`config.mk`:
```
export PLATFORM = sky130hd
export DESIGN_NAME = radio_interrupt_status_enable
export DESIGN_NICKNAME = d
export VERILOG_FILES = /design/src/radio_irq_pkg.sv /design/src/radio_interrupt_status_enable.sv
export VERILOG_INCLUDE_DIRS = /design/src
export SDC_FILE = /design/constraint.sdc
export NUM_CORES = 1
export LEC_CHECK = 0
export BUFFER_PORTS_ARGS = -buffer_cell sky130_fd_sc_hd__clkbuf_2
export CORE_MARGIN = 2
export CORE_UTILIZATION = 49
export CTS_BUF_LIST = sky130_fd_sc_hd__clkbuf_16
export CTS_CLUSTER_DIAMETER = 30
export DETAILED_ROUTE_END_ITERATION = 6
export PLACE_DENSITY = 0.82
export SLEW_MARGIN = 0
export SYNTH_ARGS = -nofsm -noshare
export SYNTH_HDL_FRONTEND = slang
export SYNTH_SLANG_ARGS = --single-unit
```
`constraint.sdc`:
```
create_clock -name ref_clk_i -period 1.58 [get_ports ref_clk_i]
set_clock_uncertainty 0.2 [all_clocks]
set_input_delay 0 -clock ref_clk_i [delete_from_list [all_inputs] [get_ports ref_clk_i]]
set_output_delay 0 -clock ref_clk_i [all_outputs]
set_load 0.1 [all_outputs]
```
`src/radio_irq_map.svh`:
```
`ifndef RADIO_IRQ_MAP_SVH
`define RADIO_IRQ_MAP_SVH

// ----------------------------------------------------------------
// register offsets
// ----------------------------------------------------------------
`define EVENT_STATUS_ONE_ADDR 8'h03
`define EVENT_STATUS_TWO_ADDR 8'h04
`define EVENT_ENABLE_ONE_ADDR 8'h05
`define EVENT_ENABLE_TWO_ADDR 8'h06

// ----------------------------------------------------------------
// reset values (status powers up undefined; zero is used here)
// ----------------------------------------------------------------
`define STATUS_RESET 8'h00
`define ENABLE_RESET 8'h00
`define READ_UNMAPPED 8'h00

// ----------------------------------------------------------------
// bit positions of the second status register
// ----------------------------------------------------------------
`define SYNC_BIT 7
`define PREAMBLE_BIT 6
`define INVALID_BIT 5
`define STRENGTH_BIT 4
`define WAKEUP_BIT 3
`define BATTERY_BIT 2
`define READY_BIT 1
`define POWER_ON_BIT 0

// ----------------------------------------------------------------
// timing
// ----------------------------------------------------------------
`define CLK_MHZ 40
`define SETTLE_US 1
`define SETTLE_CYCLES (`SETTLE_US * `CLK_MHZ)

`endif

```
`src/radio_irq_pkg.sv`:
```
package radio_irq_pkg;

	// ----------------------------------------------------------------
	// register access request from the serial front end
	// ----------------------------------------------------------------
	typedef struct packed {
		logic rd; // one-cycle read strobe
		logic wr; // one-cycle write strobe
		logic [7:0] addr; // register offset
		logic [7:0] wdata; // write data
	} reg_req_type;

	// ----------------------------------------------------------------
	// one-cycle radio events feeding the second status register
	// ----------------------------------------------------------------
	typedef struct packed {
		logic sync_found; // sync word recognised
		logic packet_done; // reception of current packet finished
		logic preamble_found; // valid preamble seen
		logic sync_timeout; // wait for sync ran out
		logic preamble_missing; // no preamble in time after rx enable
		logic wakeup_expired; // wake-up interval elapsed
		logic battery_low; // low battery detected
		logic power_on_event; // power-on reset above threshold
	} radio_event_type;

	// ----------------------------------------------------------------
	// fifo and packet events feeding the first status register
	// ----------------------------------------------------------------
	typedef struct packed {
		logic [7:0] set; // per-bit set pulses
		logic [7:0] clr; // per-bit hardware clear pulses
	} fifo_event_type;

endpackage

```
`src/radio_interrupt_status_enable.sv`:
```
`timescale 1ns/1ps
`include "radio_irq_map.svh"
// Summary of operation
// - sync bit set on sync, cleared packet end
// - preamble bit set, cleared on sync/timeout
// - invalid preamble bit sets, then self-clears
// - strength bit follows level above threshold
// - wake-up bit set on timer expiry
// - low battery latched; interrupts once enabled
// - ready after settle time, until idle
// - power-on bit set on reset event
// - enabled rising bit drives request low
// - status read releases request, clears enabled
// - disabled bits untouched by status read
// - second status register read-only, reset to zero
// - enable one bits 7..3 fifo/external enables
// - enable one bits 2..0 packet enables
// - enable two holds one enable per bit
// - first status behaves alike under enable one
module radio_interrupt_status_enable #(
	parameter int SETTLE_CYCLES = `SETTLE_CYCLES
) (
	input wire logic ref_clk_i,
	input wire logic nrst_i,
	input wire radio_irq_pkg::reg_req_type reg_i,
	input wire radio_irq_pkg::radio_event_type radio_ev_i,
	input wire radio_irq_pkg::fifo_event_type fifo_ev_i,
	input wire logic strength_above_i,
	input wire logic xtal_on_i,
	output logic [7:0] rdata_o,
	output logic interrupt_request_low_o
);
	import radio_irq_pkg::*;

	// ----------------------------------------------------------------
	// state
	// ----------------------------------------------------------------
	logic [7:0] status_one_ff; // fifo and packet events
	logic [7:0] status_two_ff; // radio events
	logic [7:0] enable_one_ff; // masks for status one
	logic [7:0] enable_two_ff; // masks for status two
	logic strength_q_ff; // last strength level, for edges
	logic [15:0] settle_cnt_ff; // crystal settle counter
	logic [7:0] rdata_ff; // registered read answer
	logic irq_low_ff; // interrupt request, active low
	logic [7:0] nxt_status_one;
	logic [7:0] nxt_status_two;
	logic [7:0] nxt_enable_one;
	logic [7:0] nxt_enable_two;
	logic [7:0] set_two; // set pulses per bit
	logic [7:0] clr_two; // hardware clear per bit
	logic rd_one; // read of status one
	logic rd_two; // read of status two
	logic ready_done; // settle time just elapsed

	// ----------------------------------------------------------------
	// status update, shared by both status registers
	// ----------------------------------------------------------------
	// enabled bits hold until read; disabled bits follow hardware;
	// a set in the clearing cycle wins so no event is lost
	function automatic logic [7:0] next_status(input logic [7:0] cur, input logic [7:0] en,
		input logic [7:0] set, input logic [7:0] hw_clr, input logic rd);
		next_status = set | (cur & ~((en & {8{rd}}) | (~en & hw_clr)));
	endfunction

	// ----------------------------------------------------------------
	// address decode
	// ----------------------------------------------------------------
	assign rd_one = reg_i.rd && reg_i.addr == `EVENT_STATUS_ONE_ADDR;
	assign rd_two = reg_i.rd && reg_i.addr == `EVENT_STATUS_TWO_ADDR;

	// settle count ends while crystal, tx or rx stays on
	assign ready_done = xtal_on_i && settle_cnt_ff == 16'(SETTLE_CYCLES - 1);

	// ----------------------------------------------------------------
	// set and clear sources of status two
	// ----------------------------------------------------------------
	always_comb begin
		// masked strength follows the level; an enabled one sets on a rising
		// edge only, otherwise a read could never release the request
		set_two = {radio_ev_i.sync_found, radio_ev_i.preamble_found,
			radio_ev_i.preamble_missing,
			strength_above_i && (!strength_q_ff || !enable_two_ff[`STRENGTH_BIT]),
			radio_ev_i.wakeup_expired, radio_ev_i.battery_low, ready_done,
			radio_ev_i.power_on_event};
		clr_two = 8'h00;
		clr_two[`SYNC_BIT] = radio_ev_i.packet_done;
		clr_two[`PREAMBLE_BIT] = radio_ev_i.sync_found || radio_ev_i.sync_timeout;
		clr_two[`INVALID_BIT] = 1'b1; // self-clearing pulse
		clr_two[`STRENGTH_BIT] = !strength_above_i;
		clr_two[`WAKEUP_BIT] = 1'b1; // event only, not status
		clr_two[`BATTERY_BIT] = 1'b0; // latched even when masked
		clr_two[`READY_BIT] = !xtal_on_i; // back to idle
		clr_two[`POWER_ON_BIT] = 1'b0;
	end

	// ----------------------------------------------------------------
	// next values of the registers
	// ----------------------------------------------------------------
	always_comb begin
		nxt_status_two = next_status(status_two_ff, enable_two_ff, set_two, clr_two,
			rd_two);
		nxt_status_one = next_status(status_one_ff, enable_one_ff, fifo_ev_i.set,
			fifo_ev_i.clr, rd_one);
		nxt_enable_one = enable_one_ff;
		nxt_enable_two = enable_two_ff;
		// status registers ignore writes; only enables take data
		if (reg_i.wr && reg_i.addr == `EVENT_ENABLE_ONE_ADDR) begin
			nxt_enable_one = reg_i.wdata;
		end
		if (reg_i.wr && reg_i.addr == `EVENT_ENABLE_TWO_ADDR) begin
			nxt_enable_two = reg_i.wdata;
		end
	end

	// ----------------------------------------------------------------
	// status registers
	// ----------------------------------------------------------------
	always_ff @(posedge ref_clk_i or negedge nrst_i) begin
		if (!nrst_i) begin
			status_one_ff <= `STATUS_RESET;
			status_two_ff <= `STATUS_RESET;
		end else begin
			status_one_ff <= nxt_status_one;
			status_two_ff <= nxt_status_two;
		end
	end

	// ----------------------------------------------------------------
	// enable registers
	// ----------------------------------------------------------------
	always_ff @(posedge ref_clk_i or negedge nrst_i) begin
		if (!nrst_i) begin
			enable_one_ff <= `ENABLE_RESET;
			enable_two_ff <= `ENABLE_RESET;
		end else begin
			enable_one_ff <= nxt_enable_one;
			enable_two_ff <= nxt_enable_two;
		end
	end

	// ----------------------------------------------------------------
	// strength edge and crystal settle timing
	// ----------------------------------------------------------------
	// counter saturates so ready rises exactly once per power-up
	always_ff @(posedge ref_clk_i or negedge nrst_i) begin
		if (!nrst_i) begin
			strength_q_ff <= 1'b0;
			settle_cnt_ff <= 16'h0000;
		end else begin
			strength_q_ff <= strength_above_i;
			if (!xtal_on_i) begin
				settle_cnt_ff <= 16'h0000; // idle restarts the wait
			end else if (settle_cnt_ff != 16'(SETTLE_CYCLES)) begin
				settle_cnt_ff <= settle_cnt_ff + 16'h0001;
			end
		end
	end

	// ----------------------------------------------------------------
	// read answer, one cycle after the strobe; shows pre-clear value
	// ----------------------------------------------------------------
	always_ff @(posedge ref_clk_i or negedge nrst_i) begin
		if (!nrst_i) begin
			rdata_ff <= `READ_UNMAPPED;
		end else if (reg_i.rd) begin
			unique case (reg_i.addr)
				`EVENT_STATUS_ONE_ADDR: rdata_ff <= status_one_ff;
				`EVENT_STATUS_TWO_ADDR: rdata_ff <= status_two_ff;
				`EVENT_ENABLE_ONE_ADDR: rdata_ff <= enable_one_ff;
				`EVENT_ENABLE_TWO_ADDR: rdata_ff <= enable_two_ff;
				default: rdata_ff <= `READ_UNMAPPED; // unmapped offsets read zero
			endcase
		end
	end

	// ----------------------------------------------------------------
	// interrupt request, low while any enabled bit is pending
	// ----------------------------------------------------------------
	// built from next values so the pin tracks the registers exactly
	always_ff @(posedge ref_clk_i or negedge nrst_i) begin
		if (!nrst_i) begin
			irq_low_ff <= 1'b1;
		end else begin
			irq_low_ff <= ~|((nxt_status_one & nxt_enable_one) |
				(nxt_status_two & nxt_enable_two));
		end
	end

	assign rdata_o = rdata_ff;
	assign interrupt_request_low_o = irq_low_ff;
endmodule

```
# Word level (Yosys, flattened, before mapping)
# Cells that the tools add are included.
# W data, S select, Z words.
totals:
  in_bits: 46
  regBits: 58
classes:
  muxes: 5
  bitwise: 17
  n_eq_ne: 7
  add_sub_neg: 1
  reduce_logical: 14
ops:
  columns: ["op", "count"]
  rows:
  - ["$and A8 B8 Y8", 8]
  - ["$or A8 B8 Y8", 5]
  - ["$mux W16", 2]
  - ["$not A8 Y8", 4]
  - ["$pmux W8 S4", 1]
  - ["$eq A8 B3 Y1 const B", 3]
  - ["$add A16 B1 Y16 const B", 1]
  - ["$eq A16 B6 Y1 const B", 1]
  - ["$mux W8", 2]
  - ["$ne A16 B6 Y1 const B", 1]
  - ["$eq A8 B2 Y1 const B", 1]
  - ["$reduce_or A8 Y1", 1]
  - ["$logic_and A1 B1 Y1", 6]
  - ["$logic_not A1 Y1", 5]
  - ["$logic_or A1 B1 Y1", 2]
  - ["$ne A2 B1 Y1 const B", 1]

# Longest topological paths before layout
# Gate-level depths: netlist of run 1.
logic_depth:
  ltp_word: 11
  ltp_mapped: 8
  ltp_nobuf: 7

# Least setup slack after synthesis of run 1
# OpenSTA, ideal clock, no wires.
synth_path:
  path_type: "input port to flip-flop"
  startpoint: "in reg_i[13] (netlist bit)"
  endpoint: "reg irq_low_ff, in the netlist interrupt_request_low_o"
  path_buffers: 1
  setup_time_ps: 63
  t_arrival_ps: 2120
  slack_ps: -803
  required_ps: 1317
  cell_stages: 7
  path_cell_list: "or4_1 -> buf_2 -> nor3_2 -> mux2_2 -> a22o_1 -> nor4b_2 -> and4b_1"
synth_via:
  elab_cells_between_ends: 25
  cone_classes: "eq/ne: 4; mux: 2; bitwise: 13; reduce/logical: 6"
synth_lines:
  columns: ["item", "line_no", "text"]
  rows:
  - ["from (decl)", "radio_interrupt_status_enable.sv:25", "input wire radio_irq_pkg::reg_req_type reg_i,"]
  - ["$eq A8 B3 Y1", null, null]
  - ["$logic_and A1 B1 Y1 (no source line)", null, null]
  - ["$mux W8", "radio_interrupt_status_enable.sv:111", "if (reg_i.wr && reg_i.addr == `EVENT_ENABLE_TWO_ADDR) begin"]
  - ["net nxt_enable_two[3]", "radio_interrupt_status_enable.sv:49", "logic [7:0] nxt_enable_two;"]
  - ["$and A8 B8 Y8", "radio_interrupt_status_enable.sv:186", "(nxt_status_two & nxt_enable_two));"]
  - ["$or A8 B8 Y8", "radio_interrupt_status_enable.sv:185", "irq_low_ff <= ~|((nxt_status_one & nxt_enable_one) |"]
  - ["$reduce_or A8 Y1", "radio_interrupt_status_enable.sv:185", null]
  - ["$logic_not A1 Y1", "radio_interrupt_status_enable.sv:185", null]
  - ["to (signal assigned)", "radio_interrupt_status_enable.sv:185", null]
  - ["to (decl)", "radio_interrupt_status_enable.sv:45", "logic irq_low_ff;"]
# The timed path passes the listed nets, and every way through them passes these cells.
# A chain may end at the register's enable or synchronous reset.

# Worst setup path in the final report of run 1
layout_path:
  startpoint: "in reg_i[14] (netlist bit)"
  endpoint: "reg irq_low_ff, in the netlist interrupt_request_low_o"
layout_via:
  elab_cells_between_ends: 25
  cone_classes: "eq/ne: 4; mux: 2; bitwise: 13; reduce/logical: 6"
layout_lines:
  columns: ["item", "line_no", "text"]
  rows:
  - ["$eq A8 B3 Y1", null, null]
  - ["$logic_and A1 B1 Y1 (no source line)", null, null]
  - ["$mux W8", "radio_interrupt_status_enable.sv:108", "if (reg_i.wr && reg_i.addr == `EVENT_ENABLE_ONE_ADDR) begin"]
  - ["net nxt_enable_one[4]", "radio_interrupt_status_enable.sv:48", "logic [7:0] nxt_enable_one;"]
  - ["$and A8 B8 Y8", "radio_interrupt_status_enable.sv:185", null]
  - ["$or A8 B8 Y8", "radio_interrupt_status_enable.sv:185", null]
  - ["$reduce_or A8 Y1", "radio_interrupt_status_enable.sv:185", null]
  - ["$logic_not A1 Y1", "radio_interrupt_status_enable.sv:185", null]
# The timed path passes the listed nets, and every way through them passes these cells.

==> results of run 1 <==
-- stage by stage --
step                      TNS, ns  utilization, %  hold WS [ns]
final                       -3.56            81.2       -0.0774
after global routing        -4.72            81.2       -0.0614
after CTS                   -2.55            79.2       -0.0696
after detailed placement   -10.48            65.2        -0.171
after global placement      -8.99            65.2        -0.168
after floorplan             -4.53               -        -0.496
-- state kept, by name (all words and copies together) (netlist names) --
name	cells
interrupt_request_low_o	1
strength_q_ff	1
status_one_ff	8
enable_one_ff	8
rdata_o	8
enable_two_ff	8
settle_cnt_ff	16
status_two_ff	8
-- synthesized netlist by cell type, types with 4 or more instances --
cell      instances
or3_1             6
xor2_1            9
a22o_1            4
nor4_1            4
a31oi_1           8
nand4_1           5
nand3_1           9
inv_1            13
o21ai_1           8
a222oi_1          8
a21oi_1          15
o21ai_0           4
dfrtp_1          57
mux2_2           11
a21o_1            5
nand2b_1          8
clkbuf_1          5
nand2_1          36
nor3b_1           8
nor2_1           18
-- repair_timing --
item | in CTS | in global routing
gates resized for setup | 27 | 18
setup buffers | 8 | 5
pin swaps | 13 | 14
endpoints found under the setup margin | 23 | 25
hold buffers | 34 | 1
hold endpoints to repair | 114 | 11
-- critical path, delay by kind of cell --
family	cells	cell delay (ns)
AOI/OAI and AO/OA	1	0.23
buffers and inverters	1	0.10
muxes	1	0.33
and+or+nand+nor	4	1.51
-- power by group --
part | internal [mW] | switching [mW] | leakage (nW) | total (mW)
Combinational | 0.243 | 0.276 | 1.25 | 0.519
Sequential | 1.55 | 0.0540 | 0.746 | 1.61
Clock | 1.02 | 0.660 | 0.134 | 1.68
-- cell type report --
type,instances,area (um^2)
clock buffer,9,225
tap,72,90.1
sequential,58,1460
inverter,13,48.8
fill,295,1040
clock inverter,7,28.8
multi-input combinational,199,1490
timing repair buffer,153,1160
-- final timing paths --
check | from | to | slack [ns] | cells after the start
min in group asynchronous | nrst_i | settle_cnt_ff[3]$_DFFE_PN0P_ | 0 | 3
setup reg to reg | enable_one_ff[7]$_DFF_PN0_ | interrupt_request_low_o$_DFF_PN1_ | -0.31 | 5
hold reg to reg | rdata_o[3]$_DFFE_PN0P_ | rdata_o[3]$_DFFE_PN0P_ | 0.32 | 2
setup / recovery | reg_i[14] | interrupt_request_low_o$_DFF_PN1_ | -0.52 | 7
max in group asynchronous | nrst_i | interrupt_request_low_o$_DFF_PN1_ | 0.86 | 3
hold / removal | fifo_ev_i[7] | status_one_ff[7]$_DFF_PN0_ | -0.08 | 4
-- cell families (layout without fill, tap and decap cells) --
group / count (synthesis) / in the layout / share of synthesized area, %
XOR/XNOR: 11 / 11 / 3.40
multiplexers: 17 / 17 / 7.14
adder cells (fa/ha/maj): 2 / 2 / 0.882
AND/OR/NAND/NOR: 110 / 110 / 20.6
flip-flops: 58 / 58 / 51.2
buffers and inverters: 20 / 182 / 2.82
AO/OA/AOI/OAI: 59 / 59 / 13.9
-- routing by layer --
metal	track usage (%)	share of wire [%]	vias up	wire length, um
li1	-	-	1329	-
met5	0	0	-	0
met4	14.4	4.5	0	465
met3	8.88	8.1	57	828
met1	35.9	35	1459	3590
met2	58.6	52	180	5390
==> results.toml, run 1 <==
[global_routing]
grt_pass1_vias = 3172
globalRouteOverflowTotal = 0
grt_pass1_wl_mm = 15.5
grtUsageTotal_pct = 32.6
antenna_found_initial = 0
grt_start_max_net_pins = 59

[timing]
whs_ns = -0.0774
setup_viol = 22
timing.final.crit_share_pct = 133
tightest_slew_ns = 0.578
layout_min_cycle_time_ns = 2.10
fmax_mhz = 476
finalWorstSetupSlack_ns = -0.520
drv_slew = 0
slew_headroom_pct = 61.1
hold_viol_final = 7
grt_setup_unrepaired = "true"

[route]
dr.pass1.iters = 5
drtIter0Drc = 334
ant_nets = 0
wl_per_cell_um = 20.1
route.detailed.drc = 0
drt_wl_total_mm = 10.3
viasPerCell = 5.92
dr_total_vias = 3025

[logic_synthesis]
ys_seq_area_share_pct = 51.2
synth-edff-count = 0
syn_nets = 325
synthArstFlopShare_pct = 100
ys.flop_type = "dfrtp_1"
synth_area_leaders = "dfrtp_1 (50%), nand2_1 (4.8%), mux2_2 (4.4%), a222oi_1 (2.8%), xor2_1 (2.8%)"
synthCells = 277
syn_area_mm2 = 0.00284
synth_largest_area_cell = "dfrtp_1"
synth-seq-cells = 58
ys_types = 42
yosys_warnings = 0
synth_top_area_share_pct = 50.3
avgSynthCellArea_um2 = 10.2

[clock_tree]
htree_levels = 3
clkSinkCount = 58
clkLatencyLatePin_ns = 0.33
path_clk_slew_ns = 0.05
cts_root_buf = "clkbuf_16"
clk_path_buf_depth = 2
cts_made_buffers = 9
cts_tree = "built"

[placement]
place_ws_ns = -0.817
io_buffers = 54
placed_cells = 448
dpl.hpwl_mm = 5.75
gp_congestion = 0.900
dpl_cell_area_mm2 = 0.00361

[finish]
antenna_cells = 0
final_cell_area_mm2 = 0.00450
area_delta_synth_final_pct = 58.5
nNetsFinal = 482
final_common_cell = "buf_4"
fin_cells = 511
layout_common_cells = "buf_4 (55), dfrtp_1 (54), clkbuf_2 (52)"
drive_gt1_share_pct = 41.5

[power_and_ir_drop]
irDropWorstVdd_mv = 0.796
total_power_mw = 3.81
p_leak_nw = 2.13
power_per_cell_area_mw_per_mm2 = 847

[run]
drv_cap = 0

[worst_hold_path]
min_path_type = "input port to flip-flop"

[floorplan]
boundaryPins = 55
rows = 27
initial_core_util_pct = 51.2
coreArea_mm2 = 0.00554
die_h_um = 80.1
fp.dieArea_mm2 = 0.00642
die_width_um = 80.1

[setup_path]
arrival_ns = 2.17
cp_slowest_cell = "or4_4"
cp_max_fo = 8
slowest_delay_ns = 0.56
cp-end-kind = "flip-flop"
cp_cell_sequence = "buf_6 > or4_4 > or3_4 > mux2_4 > a22o_1 > nor4b_2 > and4b_1"
cp-start-kind = "input port"
cp.required_ns = 1.65
setup.worst_path.class = "input port to flip-flop"

[outcome]
violations = "hold timing, setup timing"
status = "finished with violations"
Power figures use the tool's default switching activity.
==> run 2, diff against run 1 <==
- PLACE_DENSITY: 0.82 -> 0.75
==> results.toml, run 2 (same netlist as run 1, synthesis figures left out) <==
[run]
drv_cap = 0

[clock_tree]
clkLatencyLatePin_ns = 0.32
cts_hold_buf = 38
clk_path_buf_depth = 2
cts_root_buf = "clkbuf_16"
htree_levels = 3
path_clk_slew_ns = 0.05
cts_tree = "built"
cts_made_buffers = 9
clkSinkCount = 58

[power_and_ir_drop]
p_seq_share_pct = 43.2
p_comb_share_pct = 13.4
power_per_cell_area_mw_per_mm2 = 832
p_clk_share_pct = 43.3
p_leak_nw = 2.12
swShare_pct = 24.4
power_switching_mw = 0.907
power.internal_mw = 2.80
irDropWorstVdd_mv = 0.629

[route]
wl_per_cell_um = 17.4
ant_nets = 0
drtIter0Drc = 216
drt_wl_total_mm = 8.81
dr_total_vias = 2877
viasPerCell = 5.69
dr.pass1.iters = 6
route.detailed.drc = 0

[finish]
layout_common_cells = "dfrtp_1 (56), clkbuf_2 (53), buf_4 (50)"
largest_reg_flops = 16
final_common_cell = "dfrtp_1"
antenna_cells = 0
area_delta_synth_final_pct = 57.3
drive_gt1_share_pct = 38.9
regArea_mm2 = 0.00145
nFillCells = 342
nNetsFinal = 479
multi_input_area_mm2 = 0.00148
top_register = "settle_cnt_ff"

[timing]
tns_ns = -1.66
tightest_slew_ns = 0.555
finalWorstSetupSlack_ns = -0.476
hold_viol_final = 0
slew_headroom_pct = 63.1
grt_setup_unrepaired = "true"
timing.final.crit_share_pct = 130
drv_slew = 0
layout_min_cycle_time_ns = 2.06
setup_viol = 11
whs_ns = 0.00209
fmax_mhz = 486

[setup_path]
cp-end-kind = "flip-flop"
cp.required_ns = 1.64
setup.worst_path.class = "input port to flip-flop"
cp_max_fo = 8
cp-start-kind = "input port"
arrival_ns = 2.12

[global_routing]
grtUsageTotal_pct = 28.2
globalRouteOverflowTotal = 0
antenna_found_initial = 0
grt_pass1_wl_mm = 13.6
grt_start_max_net_pins = 26
grt_pass1_vias = 2841

[outcome]
status = "finished with violations"
violations = "setup timing"

[floorplan]
boundaryPins = 55
die_h_um = 80.1
fp.dieArea_mm2 = 0.00642
die_width_um = 80.1
rows = 27
coreArea_mm2 = 0.00554
initial_core_util_pct = 51.2

[placement]
place_ws_ns = -0.822
dpl.hpwl_mm = 5.48
io_buffers = 54
gp_congestion = 0.858

[worst_hold_path]
min_path_type = "input port to flip-flop"
run 2: timing repair:
action	in CTS	in global routing
cloned	0	0
endpoints found under the hold margin	116	1
pin swaps	12	33
gates resized for setup	16	22
buffers inserted	7	6
setup endpoints to repair	21	37
run 2: stage by stage:
step / utilization, % / total power, mW / cells / area [um^2]
final: 80.6 / 3.71 / 506 / 4460
after global routing: 80.6 / 3.86 / 506 / 4460
after CTS: 78.3 / 3.71 / 502 / 4340
after detailed placement: 64.7 / 2.01 / 443 / 3590
after global placement: 64.7 / 2.00 / 443 / 3590
after floorplan: - / 1.82 / 277 / 2890
run 2: cell type report:
cell class / count / area share (%)
clock buffers: 9 / 5.05
repair buffers: 150 / 25.6
flip-flops and latches: 58 / 32.6
well taps: 72 / 2.02
multi-input cells: 199 / 33.2
clock inverters: 5 / 0.421
inverters: 13 / 1.09
run 2: path summary, 6_finish.rpt:
path / startpoint / to / slack (ns) / cells after the start
setup / recovery: reg_i[14] / interrupt_request_low_o$_DFF_PN1_ / -0.48 / 7
hold / removal: reg_i[14] / status_two_ff[0]$_DFF_PN0_ / 0.002 / 5
setup reg to reg: enable_one_ff[4]$_DFF_PN0_ / interrupt_request_low_o$_DFF_PN1_ / -0.18 / 6
hold reg to reg: status_two_ff[1]$_DFF_PN0_ / status_two_ff[1]$_DFF_PN0_ / 0.30 / 1
max in group asynchronous: nrst_i / settle_cnt_ff[2]$_DFFE_PN0P_ / 0.46 / 3
min in group asynchronous: nrst_i / interrupt_request_low_o$_DFF_PN1_ / 0.08 / 2
run 2: power groups by stage:
| stage | registers [mW] | clock network, mW | logic, mW |
|---|---|---|---|
| after floorplan | 1.67 | 0 | 0.147 |
| after global placement | 1.62 | 0 | 0.379 |
| after detailed placement | 1.62 | 0 | 0.385 |
| after CTS | 1.60 | 1.63 | 0.474 |
| after global routing | 1.61 | 1.72 | 0.532 |
| final | 1.60 | 1.61 | 0.498 |
run 2: metal layers:
metal	up-vias	GRT usage, %	part of all wire, %
met5	-	0	0
met4	0	13.1	3.6
met3	30	6.63	6.1
met2	144	46.9	51
met1	1385	34.7	39
li1	1318	-	-
run 2: critical path, cell delays in order:
cell,delay (ns)
buf_6,0.09
or4_4,0.55
or3_4,0.47
mux2_4,0.33
a22o_1,0.22
nor4b_2,0.24
and4b_1,0.21
